$ cat src/design/iepb_pkg.sv
// Purpose: Shared constants and types for the interrupt enable and priority bank.
// Assumes: APB slave with 32-bit data, 16-bit registers in the low half of each word.
// Notes: Summary of operation below.
package iepb_pkg;
	localparam logic [11:0] IEPB_OFS_ENABLE4 = 12'h000;
	localparam logic [11:0] IEPB_OFS_PRIO0 = 12'h004;
	localparam logic [11:0] IEPB_OFS_PRIO1 = 12'h008;
	localparam logic [11:0] IEPB_OFS_PRIO2 = 12'h00C;
	localparam logic [11:0] IEPB_OFS_PRIO3 = 12'h010;
	localparam logic [11:0] IEPB_OFS_PRIO4 = 12'h014;
	localparam int IEPB_NUM_PRIO_REGS = 5;
	localparam int IEPB_NUM_SRC = 4 * IEPB_NUM_PRIO_REGS - 1;
	// Writable bit masks; everything else is unimplemented.
	localparam logic [15:0] IEPB_ENABLE4_MASK = 16'h007E;
	localparam logic [15:0] IEPB_PRIO_MASK_FULL = 16'h7777;
	localparam logic [15:0] IEPB_PRIO_MASK_GRP3 = 16'h0777;
	localparam logic [15:0] IEPB_ENABLE4_RESET = 16'h0000;
	localparam logic [15:0] IEPB_PRIO_RESET_FULL = 16'h4444;
	localparam logic [15:0] IEPB_PRIO_RESET_GRP3 = 16'h0444;
	localparam int IEPB_CAN_TX_BIT = 6;
	localparam int IEPB_DMA7_BIT = 5;
	localparam int IEPB_DMA6_BIT = 4;
	localparam int IEPB_CHECKSUM_BIT = 3;
	localparam int IEPB_UART_B_ERR_BIT = 2;
	localparam int IEPB_UART_A_ERR_BIT = 1;
	localparam logic [2:0] IEPB_PRIO_OFF = 3'h0;
	typedef struct packed
	{
		logic [2:0] timer_one_int_prio;
		logic [2:0] compare_one_int_prio;
		logic [2:0] capture_one_int_prio;
		logic [2:0] ext_irq_zero_prio;
		logic [2:0] timer_two_int_prio;
		logic [2:0] compare_two_int_prio;
		logic [2:0] capture_two_int_prio;
		logic [2:0] dma_ch0_done_prio;
		logic [2:0] uart_a_rx_prio;
		logic [2:0] spi_a_event_prio;
		logic [2:0] spi_a_error_prio;
		logic [2:0] timer_three_int_prio;
		logic [2:0] dma_ch1_done_prio;
		logic [2:0] adc_done_prio;
		logic [2:0] uart_a_tx_prio;
		logic [2:0] pin_change_prio;
		logic [2:0] comparator_event_prio;
		logic [2:0] i2c_master_event_prio;
		logic [2:0] i2c_slave_event_prio;
	} iepb_prio_type;
	typedef struct packed
	{
		logic can_tx_request_int_en;
		logic dma_ch7_done_int_en;
		logic dma_ch6_done_int_en;
		logic checksum_gen_int_en;
		logic uart_b_error_int_en;
		logic uart_a_error_int_en;
	} iepb_enable_type;
endpackage

$ cat src/design/iepb_prio_field.sv
// Purpose: One priority register with masked write and per-field qualifier.
// Assumes: Write strobe from the APB decode of the same clock domain.
// Notes: Empty bits are held at zero by the mask.
`timescale 1ns/100ps
module iepb_prio_field
	import iepb_pkg::*;
#(
	parameter logic [15:0] WMASK = 16'h7777,
	parameter logic [15:0] RESET_VAL = 16'h4444
)
(
	input wire logic pclk,
	input wire logic presetn,
	input wire logic wr_en,
	input wire logic [15:0] wr_data,
	output logic [15:0] value,
	output logic [3:0] field_live
);
	logic [15:0] prio_r;
	always_ff @(posedge pclk or negedge presetn)
	begin
		if (!presetn)
			prio_r <= RESET_VAL;
		else if (wr_en)
			prio_r <= wr_data & WMASK;
	end
	assign value = prio_r;
	genvar g;
	generate
		for (g = 0; g < 4; g++)
		begin : g_live
			// A zero code turns the source off; any other code is its level.
			assign field_live[g] = (prio_r[g*4 +: 3] != IEPB_PRIO_OFF);
		end
	endgenerate
endmodule // iepb_prio_field

$ cat src/design/iepb_bank.sv
// Purpose: APB register bank for interrupt enable group 4 and priority groups 0 to 4.
// Assumes: Single pclk domain, APB slave with byte strobes, zero wait states.
// Notes: Unmapped addresses read zero, ignore writes and answer pslverr.
//
// Added by the designer: the APB register port and the register addresses.
`timescale 1ns/100ps
module iepb_bank
	import iepb_pkg::*;
#(
	parameter bit HAS_CAN = 1'b1
)
(
	input wire logic pclk,
	input wire logic presetn,
	input wire logic psel,
	input wire logic penable,
	input wire logic pwrite,
	input wire logic [11:0] paddr,
	input wire logic [31:0] pwdata,
	input wire logic [3:0] pstrb,
	output logic [31:0] prdata,
	output logic pready,
	output logic pslverr,
	output iepb_enable_type enable_out,
	output iepb_prio_type prio_out,
	output logic [IEPB_NUM_SRC-1:0] prio_qual,
	output logic [5:0] enable_qual
);
	////////////////////////////////////////////////////////////////////////////
	logic [15:0] enable4_r;
	logic [15:0] prio_val [IEPB_NUM_PRIO_REGS];
	logic [3:0] prio_live [IEPB_NUM_PRIO_REGS];
	logic [15:0] wdata16;
	logic [15:0] rd16;
	logic access;
	logic hit;

	function automatic logic [2:0] prio_index(input logic [11:0] a);
		case (a)
			IEPB_OFS_PRIO0: prio_index = 3'h0;
			IEPB_OFS_PRIO1: prio_index = 3'h1;
			IEPB_OFS_PRIO2: prio_index = 3'h2;
			IEPB_OFS_PRIO3: prio_index = 3'h3;
			IEPB_OFS_PRIO4: prio_index = 3'h4;
			default: prio_index = 3'h7;
		endcase
	endfunction

	assign access = psel && penable;
	assign pready = 1'b1;
	assign hit = (paddr == IEPB_OFS_ENABLE4) || (prio_index(paddr) != 3'h7);
	assign pslverr = access && !hit;
	// Byte strobes select which halves of the 16-bit register change.
	assign wdata16[7:0] = pstrb[0] ? pwdata[7:0] : 8'h00;
	assign wdata16[15:8] = pstrb[1] ? pwdata[15:8] : 8'h00;

	////////////////////////////////////////////////////////////////////////////
	logic [15:0] strb_mask;
	assign strb_mask = {{8{pstrb[1]}}, {8{pstrb[0]}}};

	always_ff @(posedge pclk or negedge presetn)
	begin
		if (!presetn)
			enable4_r <= IEPB_ENABLE4_RESET;
		else if (access && pwrite && paddr == IEPB_OFS_ENABLE4)
			enable4_r <= (enable4_r & ~strb_mask) | (wdata16 & strb_mask & IEPB_ENABLE4_MASK);
	end

	genvar i;
	generate
		for (i = 0; i < IEPB_NUM_PRIO_REGS; i++)
		begin : g_prio
			localparam logic [15:0] M = (i == 3) ? IEPB_PRIO_MASK_GRP3 : IEPB_PRIO_MASK_FULL;
			localparam logic [15:0] RV = (i == 3) ? IEPB_PRIO_RESET_GRP3 : IEPB_PRIO_RESET_FULL;
			logic wr;
			assign wr = access && pwrite && (prio_index(paddr) == 3'(i));
			iepb_prio_field #(.WMASK(M), .RESET_VAL(RV)) u_reg
			(
				.pclk(pclk),
				.presetn(presetn),
				.wr_en(wr),
				.wr_data((prio_val[i] & ~strb_mask) | (wdata16 & strb_mask)),
				.value(prio_val[i]),
				.field_live(prio_live[i])
			);
		end
	endgenerate

	////////////////////////////////////////////////////////////////////////////
	always_comb
	begin
		rd16 = 16'h0000;
		if (paddr == IEPB_OFS_ENABLE4)
			rd16 = enable4_r;
		else if (prio_index(paddr) != 3'h7)
			rd16 = prio_val[prio_index(paddr)];
	end
	logic [31:0] prdata_r;
	// Read data is captured at the end of the setup cycle and stands through the access cycle.
	always_ff @(posedge pclk or negedge presetn)
	begin
		if (!presetn)
			prdata_r <= 32'h00000000;
		else if (psel && !penable)
			prdata_r <= {16'h0000, rd16};
	end
	assign prdata = prdata_r;

	////////////////////////////////////////////////////////////////////////////
	// Field placement; levels 1..7 pass through unchanged to the arbiter.
	assign prio_out.timer_one_int_prio = prio_val[0][14:12];
	assign prio_out.compare_one_int_prio = prio_val[0][10:8];
	assign prio_out.capture_one_int_prio = prio_val[0][6:4];
	assign prio_out.ext_irq_zero_prio = prio_val[0][2:0];
	assign prio_out.timer_two_int_prio = prio_val[1][14:12];
	assign prio_out.compare_two_int_prio = prio_val[1][10:8];
	assign prio_out.capture_two_int_prio = prio_val[1][6:4];
	assign prio_out.dma_ch0_done_prio = prio_val[1][2:0];
	assign prio_out.uart_a_rx_prio = prio_val[2][14:12];
	assign prio_out.spi_a_event_prio = prio_val[2][10:8];
	assign prio_out.spi_a_error_prio = prio_val[2][6:4];
	assign prio_out.timer_three_int_prio = prio_val[2][2:0];
	assign prio_out.dma_ch1_done_prio = prio_val[3][10:8];
	assign prio_out.adc_done_prio = prio_val[3][6:4];
	assign prio_out.uart_a_tx_prio = prio_val[3][2:0];
	assign prio_out.pin_change_prio = prio_val[4][14:12];
	assign prio_out.comparator_event_prio = prio_val[4][10:8];
	assign prio_out.i2c_master_event_prio = prio_val[4][6:4];
	assign prio_out.i2c_slave_event_prio = prio_val[4][2:0];

	// Bit order matches the struct, first member at the top.
	assign prio_qual = {prio_live[0][3], prio_live[0][2], prio_live[0][1], prio_live[0][0],
		prio_live[1][3], prio_live[1][2], prio_live[1][1], prio_live[1][0],
		prio_live[2][3], prio_live[2][2], prio_live[2][1], prio_live[2][0],
		prio_live[3][2], prio_live[3][1], prio_live[3][0],
		prio_live[4][3], prio_live[4][2], prio_live[4][1], prio_live[4][0]};

	assign enable_out.can_tx_request_int_en = enable4_r[IEPB_CAN_TX_BIT] & HAS_CAN;
	assign enable_out.dma_ch7_done_int_en = enable4_r[IEPB_DMA7_BIT];
	assign enable_out.dma_ch6_done_int_en = enable4_r[IEPB_DMA6_BIT];
	assign enable_out.checksum_gen_int_en = enable4_r[IEPB_CHECKSUM_BIT];
	assign enable_out.uart_b_error_int_en = enable4_r[IEPB_UART_B_ERR_BIT];
	assign enable_out.uart_a_error_int_en = enable4_r[IEPB_UART_A_ERR_BIT];
	assign enable_qual = enable_out;
endmodule // iepb_bank

$ cat config.mk
export PLATFORM = sky130hd
export DESIGN_NAME = iepb_bank
export DESIGN_NICKNAME = d
export VERILOG_FILES = /design/src/design/iepb_pkg.sv /design/src/design/iepb_prio_field.sv /design/src/design/iepb_bank.sv
export SDC_FILE = /design/constraint.sdc
export NUM_CORES = 1
export LEC_CHECK = 0
export BUFFER_PORTS_ARGS = -buffer_cell sky130_fd_sc_hd__buf_2
export CAP_MARGIN = 20
export CORE_MARGIN = 10
export CORE_UTILIZATION = 50
export CTS_BUF_LIST = sky130_fd_sc_hd__clkbuf_16
export DETAILED_ROUTE_END_ITERATION = 10
export PLACE_DENSITY = 0.78
export SLEW_MARGIN = 20
export SYNTH_ARGS = -nofsm -noshare
export SYNTH_HDL_FRONTEND = slang
export SYNTH_SLANG_ARGS = --single-unit
export TNS_END_PERCENT = 50
$ cat constraint.sdc
create_clock -name pclk -period 8.2 [get_ports pclk]
set_input_delay 2.05 -clock pclk [delete_from_list [all_inputs] [get_ports pclk]]
set_output_delay 2.05 -clock pclk [all_outputs]
set_load 0.1 [all_outputs]
# Word-level counts from Yosys, hierarchy flattened
# Cells that the tools add are included.
classes:
  reduce_logical: 34
  mux: 11
  magnitude_cmp: 1
  eq_ne: 11
  n_bitwise: 15
ops:
  columns: ["cell", "count"]
  rows:
  - ["15-bit AND", 5]
  - ["16-bit two-way mux", 4]
  - ["15-bit OR", 4]
  - ["3-bit nonzero test", 19]
  - ["16-bit binary-select mux with 3-bit select", 1]
  - ["12-bit by 4-bit == test with 1-bit output, second input constant", 2]
  - ["12-bit by 5-bit == test with 1-bit output, second input constant", 2]
  - ["16-bit AND", 1]
  - ["16-bit inverter", 1]
  - ["16-bit by 7-bit OR with 16-bit output", 1]
  - ["3-bit one-hot mux with 5 select lines", 1]
  - ["12-bit by 3-bit == test with 1-bit output, second input constant", 1]
  - ["12-bit logical NOT", 1]
  - ["11-bit AND", 1]
  - ["11-bit OR", 1]
  - ["1-bit logical AND", 10]
  - ["3-bit two-way mux", 3]
  - ["8-bit two-way mux", 1]
  - ["7-bit two-way mux", 1]
  - ["3-bit by 2-bit == test with 1-bit output, second input constant", 2]
  - ["3-bit != test, second input constant", 2]
  - ["4-bit greater-or-equal comparator, second input constant", 1]
  - ["3-bit inverter with 4-bit output", 1]
  - ["3-bit by 1-bit == test with 1-bit output, second input constant", 1]
  - ["4 further kinds", 5]
word_totals:
  word_cells: 79
  out_inout_bits: 122
  inputBits: 53
  regBits: 89

# Logic depth before layout (Yosys ltp)
# Gate-level depths: netlist of run 1.
logic_depth:
  word_depth: 12
  ltp_mapped: 7
  ltp_nobuf: 4

# Cells and area by module
# Synthesis of run 1 repeated with hierarchy kept, for this count alone.
hier_totals:
  cells_unflattened: 587
  hier_area_um2: 5629.1
modules_own_cells:
  columns: ["mod", "cells_per_inst", "seq_area_each_um2", "area_each_um2", "n_inst"]
  rows:
  - ["iepb_bank", 420, 800.8, 2979.1, 1]
  - ["iepb_prio_field at g_prio[0].u_reg ...", 34, 305.3, 548.0, 4]
  - ["iepb_prio_field at g_prio[3].u_reg", 31, 229.0, 457.9, 1]

# Least setup slack after synthesis of run 1
# OpenSTA, ideal clock, no wires.
synth_path:
  path_type: "input to output"
  from: "input paddr[6]"
  to: "output pslverr"
  required_time_ps: 6150
  n_path_buf: 1
  path_stages: 4
  setup_slack_ps: 2111
  arrival_time_ps: 4039
  path_cell_list: "or4_1 -> buf_2 -> a2111oi_2 -> nor2_1"
synth_between:
  elab_chain_len: 6
  word_cells_on_any_way: 11
  cone_classes: "eq/ne: 6; mux: 1; reduce/logical: 4"
synth_lines:
  columns: ["item", "line_no", "source"]
  rows:
  - ["from (decl)", "iepb_bank.sv:18", "input wire logic [11:0] paddr,"]
  - ["12-bit by 5-bit == test with 1-bit output, or another cell as far along", "iepb_bank.sv:39", "case (a)"]
  - ["3-bit one-hot mux with 5 select lines", "iepb_bank.sv:39", null]
  - ["3-bit != test", "iepb_bank.sv:51", "assign hit = (paddr == IEPB_OFS_ENABLE4) || (prio_index(paddr) != 3'h7);"]
  - ["1-bit logical OR (*)", "iepb_bank.sv:51", null]
  - ["1-bit logical NOT (*)", "iepb_bank.sv:52", "assign pslverr = access && !hit;"]
  - ["1-bit logical AND (*)", "iepb_bank.sv:52", null]
  - ["to (decl)", "iepb_bank.sv:23", "output logic pslverr,"]
# Every way passes the cells marked *; elsewhere a longest branch is shown, timed or not.

# Worst setup path after layout of run 1
# Same ends and word-level chain as after synthesis.

==> results of run 1 <==
[critical path, stage by stage]
cell	delay (ps)
buf_2	100
or4_1	750
a2111oi_2	400
buf_4	250
nor2_1	50
buf_2	290
[final timing paths]
check                                             end
max                                           pslverr
min                             prdata[7]$_DFFE_PN0P_
max reg2reg                    prdata[12]$_DFFE_PN0P_
min reg2reg                     prdata[7]$_DFFE_PN0P_
max in group asynchronous      prdata[15]$_DFFE_PN0P_
min in group asynchronous  asynchronous set/reset pin
[synth_stat cells]
cell | number | area (sq um)
nor3_4 | 5 | 81.3
nor2b_1 | 13 | 81.3
mux2_2 | 64 | 721
buf_2 | 3 | 15.0
a221o_1 | 1 | 10.0
or2_2 | 1 | 6.26
buf_4 | 29 | 218
nand2b_1 | 10 | 62.6
or3b_2 | 2 | 17.5
a221oi_1 | 9 | 78.8
nand4_1 | 4 | 25.0
nand3b_1 | 1 | 7.51
clkbuf_1 | 13 | 48.8
o22ai_1 | 11 | 68.8
mux2_1 | 2 | 22.5
buf_1 | 2 | 7.51
nor4_4 | 1 | 21.3
o21bai_1 | 1 | 7.51
o21ai_0 | 10 | 50.1
dfstp_2 | 19 | 499
mux2i_1 | 1 | 10.0
dfrtp_1 | 70 | 1750
a32o_1 | 1 | 10.0
or4_1 | 3 | 22.5
a21oi_1 | 9 | 45.0
nor4_1 | 3 | 18.8
nand4b_1 | 2 | 17.5
nor3_2 | 1 | 10.0
or3_1 | 21 | 131
a2111oi_2 | 2 | 30.0
a22oi_1 | 4 | 30.0
nand2_1 | 11 | 41.3
nor2_1 | 21 | 78.8
o2111ai_1 | 9 | 78.8
nand3_1 | 5 | 25.0
a22o_1 | 2 | 17.5
and2_1 | 1 | 6.26
conb_1 | 2 | 7.51
nor3b_1 | 9 | 67.6
nor4_2 | 1 | 12.5
[power breakdown]
part / switching (W) / leakage, nW / total (W) / internal [W]
logic: 0.000119 / 1.62 / 0.000142 / 0.0000226
clock network: 0.000181 / 0.147 / 0.000421 / 0.000239
registers: 0.00000422 / 1.16 / 0.000449 / 0.000445
total: 0.000305 / 2.92 / 0.00101 / 0.000707
[routing by layer]
metal | GRT usage [%] | share of wire, % | up-vias
li1 | - | - | 1598
met1 | 23.1 | 39 | 1764
met2 | 30.1 | 48 | 172
met3 | 6.29 | 10 | 26
met4 | 7.77 | 2.6 | 2
met5 | 0 | 0.086 | -
[final cells by class]
| class | count | area (sq um) | area share [%] |
|---|---|---|---|
| flip-flops and latches | 89 | 2250 | 41.7 |
| multi-input cells | 258 | 2000 | 37.0 |
| repair buffers | 139 | 709 | 13.1 |
| clock buffers | 9 | 225 | 4.17 |
| well taps | 108 | 135 | 2.50 |
| clock inverters | 7 | 77.6 | 1.44 |
[logic make-up (layout without fill, tap and decap cells)]
| family | count (synthesis) | after routing | synth area share [%] |
|---|---|---|---|
| and+or+nand+nor | 115 | 115 | 16.5 |
| DFF | 89 | 89 | 50.4 |
| muxes | 67 | 67 | 16.9 |
| AOI/OAI and AO/OA | 59 | 59 | 9.56 |
| buffers and inverters | 47 | 155 | 6.48 |
| other | 2 | 17 | 0.168 |
[per-stage QoR]
stage	worst slack, ps	hold slack [ps]	instances
global route	2180	486	610
CTS	2290	466	610
floorplan	2110	459	394
global placement	2310	447	594
detailed placement	2300	451	594
finish	2250	459	610
==> qor.csv, run 1 <==
metric;value;unit
hold_path_depth;2;
n_fill_cell;723;
period_minus_slack;5950;ps
num_vias;3562;
max_freq;168;MHz
ys_seq_area_share;50.4;%
post-cts-setup-buffer-count;0;
drive_gt1_share;50.4;%
numCtsBuffers;9;
final_cell_mix;135 x buf_2, 70 x dfrtp_1, 64 x mux2_2;
syn2layout_area_growth;21.0;%
worstSetupEndpointType;output pin;
io_buffers;136;
yosysUniqueCellTypes;40;
setup-violations-final;0;
die_area;13100;sq um
placed_area;5080;sq um
track_usage;18.9;%
synth_cells;379;
htreeDepth;3;
startpoint_type;input pin;
synth_seq_cells;89;
r2r_slack;6860;ps
cts_tree;yes;
slew_headroom;29.1;%
leakagePower;2.92;nW
cts-root-buf;clkbuf_16;
grt_first_pass_wirelength;19800;um
crit_arrival;3900;ps
required;6150;ps
cp_max_fo;10;
antenna_found_initial;1;
cts-resized-gates;0;
wirelength;12700;um
worstSetupStartpoint;paddr[6];
rsz0062_at_grt;no;
die_x;114;um
ant_nets;0;
grt_pass1_vias;3793;
clock_skew;4.81;ps
stdcell_area;5400;sq um
critPathKind;input pin to output pin;
clk_latency;350;ps
tns;0;ps
pin_count;175;
num_antenna_cells;0;
grt_max_degree;90;
status;finished, final reports clean;
cts_sinks;89;
ctsHoldBuffers;0;
synth.avg_cell_area;11.8;sq um
final_util;61.9;%
syn_area;4460;sq um
min_from;prdata[7]$_DFFE_PN0P_;
gp_congestion;0.822;
hp-class;register to register;
slew_violations;0;
clk_pin_slew;60;ps
die_h;114;um
peakVddDrop;94.5;uV
drc;0;
core;8720;sq um
power_density;187;nW/um^2
r2r_cells;3;
wl_per_cell;20.9;um
cts.path.max_buffers;2;
worst_pin_slew;1060;ps
drt_iter0_markers;207;
nets;550;
avgViaCountPerCell;5.84;
total_power;0.00101;W
fin_crit_sh;72.5;%
drt_pre_antenna_iters;4;
grt_overflow;0;
ys_warn_count;0;
start_util;51.2;%
final_common_cell;buf_2;
hold_violations;0;
row_count;34;
cap_violations;0;
hpwlAfterDp;9160;um
No activity file was read; power rests on OpenSTA's default activity.
==> inputs of run 2 (changes only) <==
Settings changed: CORE_UTILIZATION 50 to 49, PLACE_DENSITY 0.78 to 0.76.
Clock period 8.2 ns to 6.1 ns, I/O delays scaled along.
==> run 2 against run 1 <==
  * Largest cell class unchanged
  * Critical path type unchanged
  * Total power is 40% higher
  * Highest routed layer unchanged
  * Worst setup slack worse by 1000 ps
  * Register-to-register slack worse by 2100 ps
  * Cell area is 0.76% higher
==> qor.csv, run 2 (synthesis results as in run 1) <==
metric;value;unit
grt_first_pass_wirelength;20600;um
final_cells;611;
stdcell_area;5440;sq um
core;8810;sq um
clk_latency;350;ps
peakVddDrop;181;uV
max_freq;205;MHz
cts.path.max_buffers;2;
setup-violations-final;0;
hpwlAfterDp;9430;um
tns;0;ps
grt_pass1_vias;3883;
cp_max_fo;7;
ant_nets;0;
antenna_found_initial;1;
hp-class;register to register;
row_count;34;
placed_area;5080;sq um
final_common_cell;buf_2;
hold_violations;0;
status;finished, final reports clean;
final_cell_mix;135 x buf_2, 70 x dfrtp_1, 64 x mux2_2;
die_h;115;um
clk_pin_slew;60;ps
cap_violations;0;
nets;551;
drt_pre_antenna_iters;4;
ctsHoldBuffers;0;
track_usage;19.5;%
start_util;50.7;%
slew_violations;0;
num_antenna_cells;0;
wl_per_cell;21.2;um
cts_tree;yes;
critPathKind;input pin to output pin;
drive_gt1_share;49.9;%
slew_headroom;32.4;%
gp_congestion;0.810;
rsz0062_at_grt;no;
cts-root-buf;clkbuf_16;
avgViaCountPerCell;5.84;
fin_crit_sh;80.0;%
numCtsBuffers;9;
grt_overflow;0;
worstSetupStartpoint;paddr[6];
io_buffers;136;
min_from;prdata[15]$_DFFE_PN0P_;
die_x;115;um
wirelength;12900;um
syn2layout_area_growth;21.9;%
clock_skew;8.72;ps
startpoint_type;input pin;
dpl.cell_count;594;
cts_sinks;89;
drc;0;
required;4580;ps
grt_max_degree;90;
worstSetupEndpointType;output pin;
drt_iter0_markers;187;
leakagePower;2.95;nW
power_density;260;nW/um^2
die_area;13300;sq um
num_vias;3569;
cts-resized-gates;0;
crit_arrival;3360;ps
pin_count;175;
period_minus_slack;4880;ps
htreeDepth;3;
worst_pin_slew;1010;ps
post-cts-setup-buffer-count;0;
final_util;61.8;%
## run 2: path summary, 6_finish.rpt
kind | endpoint | slack [ps] | cells past startpoint
worst min-delay path | prdata[15]$_DFFE_PN0P_ | 460 | 2
min in group asynchronous | asynchronous set/reset pin | 1240 | 1
worst min register to register | prdata[15]$_DFFE_PN0P_ | 460 | 2
worst max-delay path | pslverr | 1220 | 5
worst max register to register | prdata[14]$_DFFE_PN0P_ | 4760 | 4
max in group asynchronous | prdata[13]$_DFFE_PN0P_ | 4310 | 1
## run 2: layout make-up
| type | count | area (sq um) |
|---|---|---|
| fill | 707 | 3370 |
| sequential | 89 | 2250 |
| multi-input combinational | 258 | 2000 |
| timing repair buffer | 140 | 717 |
| clock buffer | 9 | 225 |
| tap | 108 | 135 |
| clock inverter | 7 | 114 |
## run 2: worst max-delay path: stages
cell and delay (ps):
buf_2 100, or4_1 740, a2111oi_2 590, nor2_1 90
buf_2 310
## run 2: per-stage QoR
step	total power, W	hold WS (ps)	setup slack [ps]
4_1_cts	0.00142	465	1250
3_5_place_dp	0.000802	452	1250
3_3_place_gp	0.000800	447	1300
5_1_grt	0.00146	485	1130
2_1_floorplan	0.000763	459	1060
6_report	0.00142	457	1220
## run 2: layer usage
metal  up-vias  wire [um]  global-route usage, %
li1       1598          -                      -
met1      1777       5090                   23.6
met2       162       6410                   32.0
met3        30       1130                   5.99
met4         2        302                   7.52
met5         -         13                      0
## run 2: report_power, final
| group | internal [W] | switching, W |
|---|---|---|
| Clock | 0.000398 | 0.000225 |
| Sequential | 0.000598 | 0.00000549 |
| Combinational | 0.0000308 | 0.000160 |
==> inputs of run 3 (changes only) <==
Settings changed: ABC_AREA set to 1.
Clock period 6.1 ns to 4.8 ns, I/O delays scaled along.
==> run 3 against run 2 <==
  * Core utilization down 1.8 points
  * Clock power up 21%
  * Sequential share of layout area down 0.39 points
  * Final cell count up 32%
  * Worst setup slack worse by 470 ps
  * Non-clock buffer count down 2
  * Register-to-register slack worse by 1100 ps
  * Sequential power up 27%
  * Worst hold slack better by 22 ps
  * Die area up 2.2%
  * Area after synthesis up 2.7%
  * Via count up 15%
  * Critical endpoint unchanged
  * Largest power group is now registers
==> qor.csv, run 3 <==
metric;value;unit
cts_sinks;89;
die_area;13600;sq um
cpPeakStageDelay;480;ps
rr_endpoint;prdata[14]$_DFFE_PN0P_;
drt_pre_antenna_iters;5;
final_cell_mix;135 x buf_2, 115 x nand2_1, 94 x inv_1;
fin_ws;751;ps
post-synth-top-count-cell;nand2_1;
pin_count;175;
syn_area;4580;sq um
setup-violations-final;0;
cp_max_fo;12;
die_h;117;um
cts-root-buf;clkbuf_16;
synth_seq_cells;89;
hold_violations;0;
ys_warn_count;0;
htreeDepth;3;
num_vias;4099;
synth.avg_cell_area;7.97;sq um
antenna_found_initial;0;
power_density;323;nW/um^2
slew_violations;0;
drt_iter0_markers;240;
synth_top_family_by_area;simple AND/OR/NAND/NOR gates;
core;9150;sq um
synthAdderAreaFrac;0;%
post-cts-setup-buffer-count;0;
ant_nets;0;
avgViaCountPerCell;5.09;
startpoint_type;input pin;
grt_max_degree;90;
cts_tree;yes;
syn2layout_area_growth;19.9;%
clk_latency;340;ps
hpwlAfterDp;9590;um
rsz0062_at_grt;no;
fin_crit_sh;84.4;%
row_count;35;
drc;0;
cap_violations;0;
start_util;50.0;%
critPathKind;input pin to output pin;
synth_edf_count;0;
r2r_slack;3630;ps
die_x;117;um
endpoint;pslverr;
ctsHoldBuffers;0;
path_cells;buf_2 > nor2_1 > nand2_2 > nor2_8 > nand2_1 > nand2_1 > nor4_2 > buf_2;
synth_area_leaders;dfrtp_1 38%, dfstp_2 11%, nand2_1 9.4%;
yosys.area.top_type_share;38.2;%
status;finished, final reports clean;
max_freq;247;MHz
cts-resized-gates;0;
io_buffers;136;
tns;0;ps
final_common_cell;buf_2;
drive_gt1_share;31.4;%
yosysUniqueCellTypes;31;
worstSetupEndpointType;output pin;
ys.flop_type;dfrtp_1;
gp_congestion;0.884;
hp-class;register to register;
synth_cells;575;
wirelength;12800;um
cts.path.max_buffers;2;
synth_compound_area_share;11.2;%
grt_first_pass_wirelength;20200;um
grt_pass1_vias;4107;
required;3600;ps
wl_per_cell;15.9;um
muxShareOfSynthArea;0;%
track_usage;18.6;%
grt_overflow;0;
dp_worst_setup_slack;766;ps
clock_skew;7.90;ps
ys_seq_area_share;49.1;%
r2r_cells;6;
slew_headroom;47.0;%
synth_xor_area_share;0;%
yosysTopAreaCell;dfrtp_1;
peakVddDrop;177;uV
num_antenna_cells;0;
n_fill_cell;841;
worst_pin_slew;795;ps
crit_arrival;2850;ps
worstSetupStartpoint;paddr[4];
synthArstFlopShare;100;%
synthSimpleGateAreaFrac;24.5;%
synthTopCellsByCount;115 x nand2_1, 94 x inv_1, 70 x dfrtp_1, 69 x o21ai_0, 52 x nand3_1;
worst_path_max_delay_cell;buf_2;
nets;743;
numCtsBuffers;9;
period_minus_slack;4050;ps
clk_pin_slew;60;ps
leakagePower;3.11;nW
[run 3: worst min path at each step]
stage                             startpoint                       end  slack [ps]  depth (start not counted)
detailed placement    prdata[11]$_DFFE_PN0P_    prdata[11]$_DFFE_PN0P_         470                          2
CTS                   prdata[11]$_DFFE_PN0P_    prdata[11]$_DFFE_PN0P_         480                          2
global route           prdata[3]$_DFFE_PN0P_     prdata[3]$_DFFE_PN0P_         500                          2
global placement       prdata[3]$_DFFE_PN0P_     prdata[3]$_DFFE_PN0P_         460                          2
floorplan           enable4_r[0]$_DFFE_PN0P_  enable4_r[0]$_DFFE_PN0P_         460                          2
finish                 prdata[7]$_DFFE_PN0P_     prdata[7]$_DFFE_PN0P_         480                          2
[run 3: cell families (layout without fill, tap and decap cells)]
group / count (synthesis) / after routing
AOI/OAI and AO/OA: 92 / 92
buffers and inverters: 149 / 254
other: 2 / 17
DFF: 89 / 89
and+or+nand+nor: 243 / 243
[run 3: critical path, delay by kind of cell]
kind          cells  cell delay, ps
simple gates      6            1060
buf+inv           2             560
[run 3: layout make-up]
cell class	count	area (sq um)	share of cell area, %
multi-input combinational	352	1700	31.0
timing repair buffer	138	702	12.8
clock inverter	7	95.1	1.73
inverter	100	375	6.84
clock buffer	9	225	4.10
sequential	89	2250	41.0
tap	111	139	2.53
[run 3: layer usage]
metal	global-route usage (%)	share of wire [%]
met1	22.8	42
met2	30.9	48
met3	4.88	7.6
met4	6.34	2.0
met5	0	0
[run 3: power breakdown]
group          switching, W  internal [W]  leakage (nW)
registers        0.00000573      0.000763          1.07
clock network      0.000298      0.000456         0.155
logic              0.000215     0.0000378          1.88
[run 3: stage by stage]
stage                     hold WS [ps]  utilization [%]  cells  power (W)  area [sq um]
after floorplan                    457                -    590   0.000988          4640
after global placement             461             56.4    790    0.00103          5170
after detailed placement           465             56.4    790    0.00103          5170
after CTS                          481             59.9    806    0.00178          5490
after global routing               500             60.0    806    0.00183          5490
final                              480             60.0    806    0.00178          5490
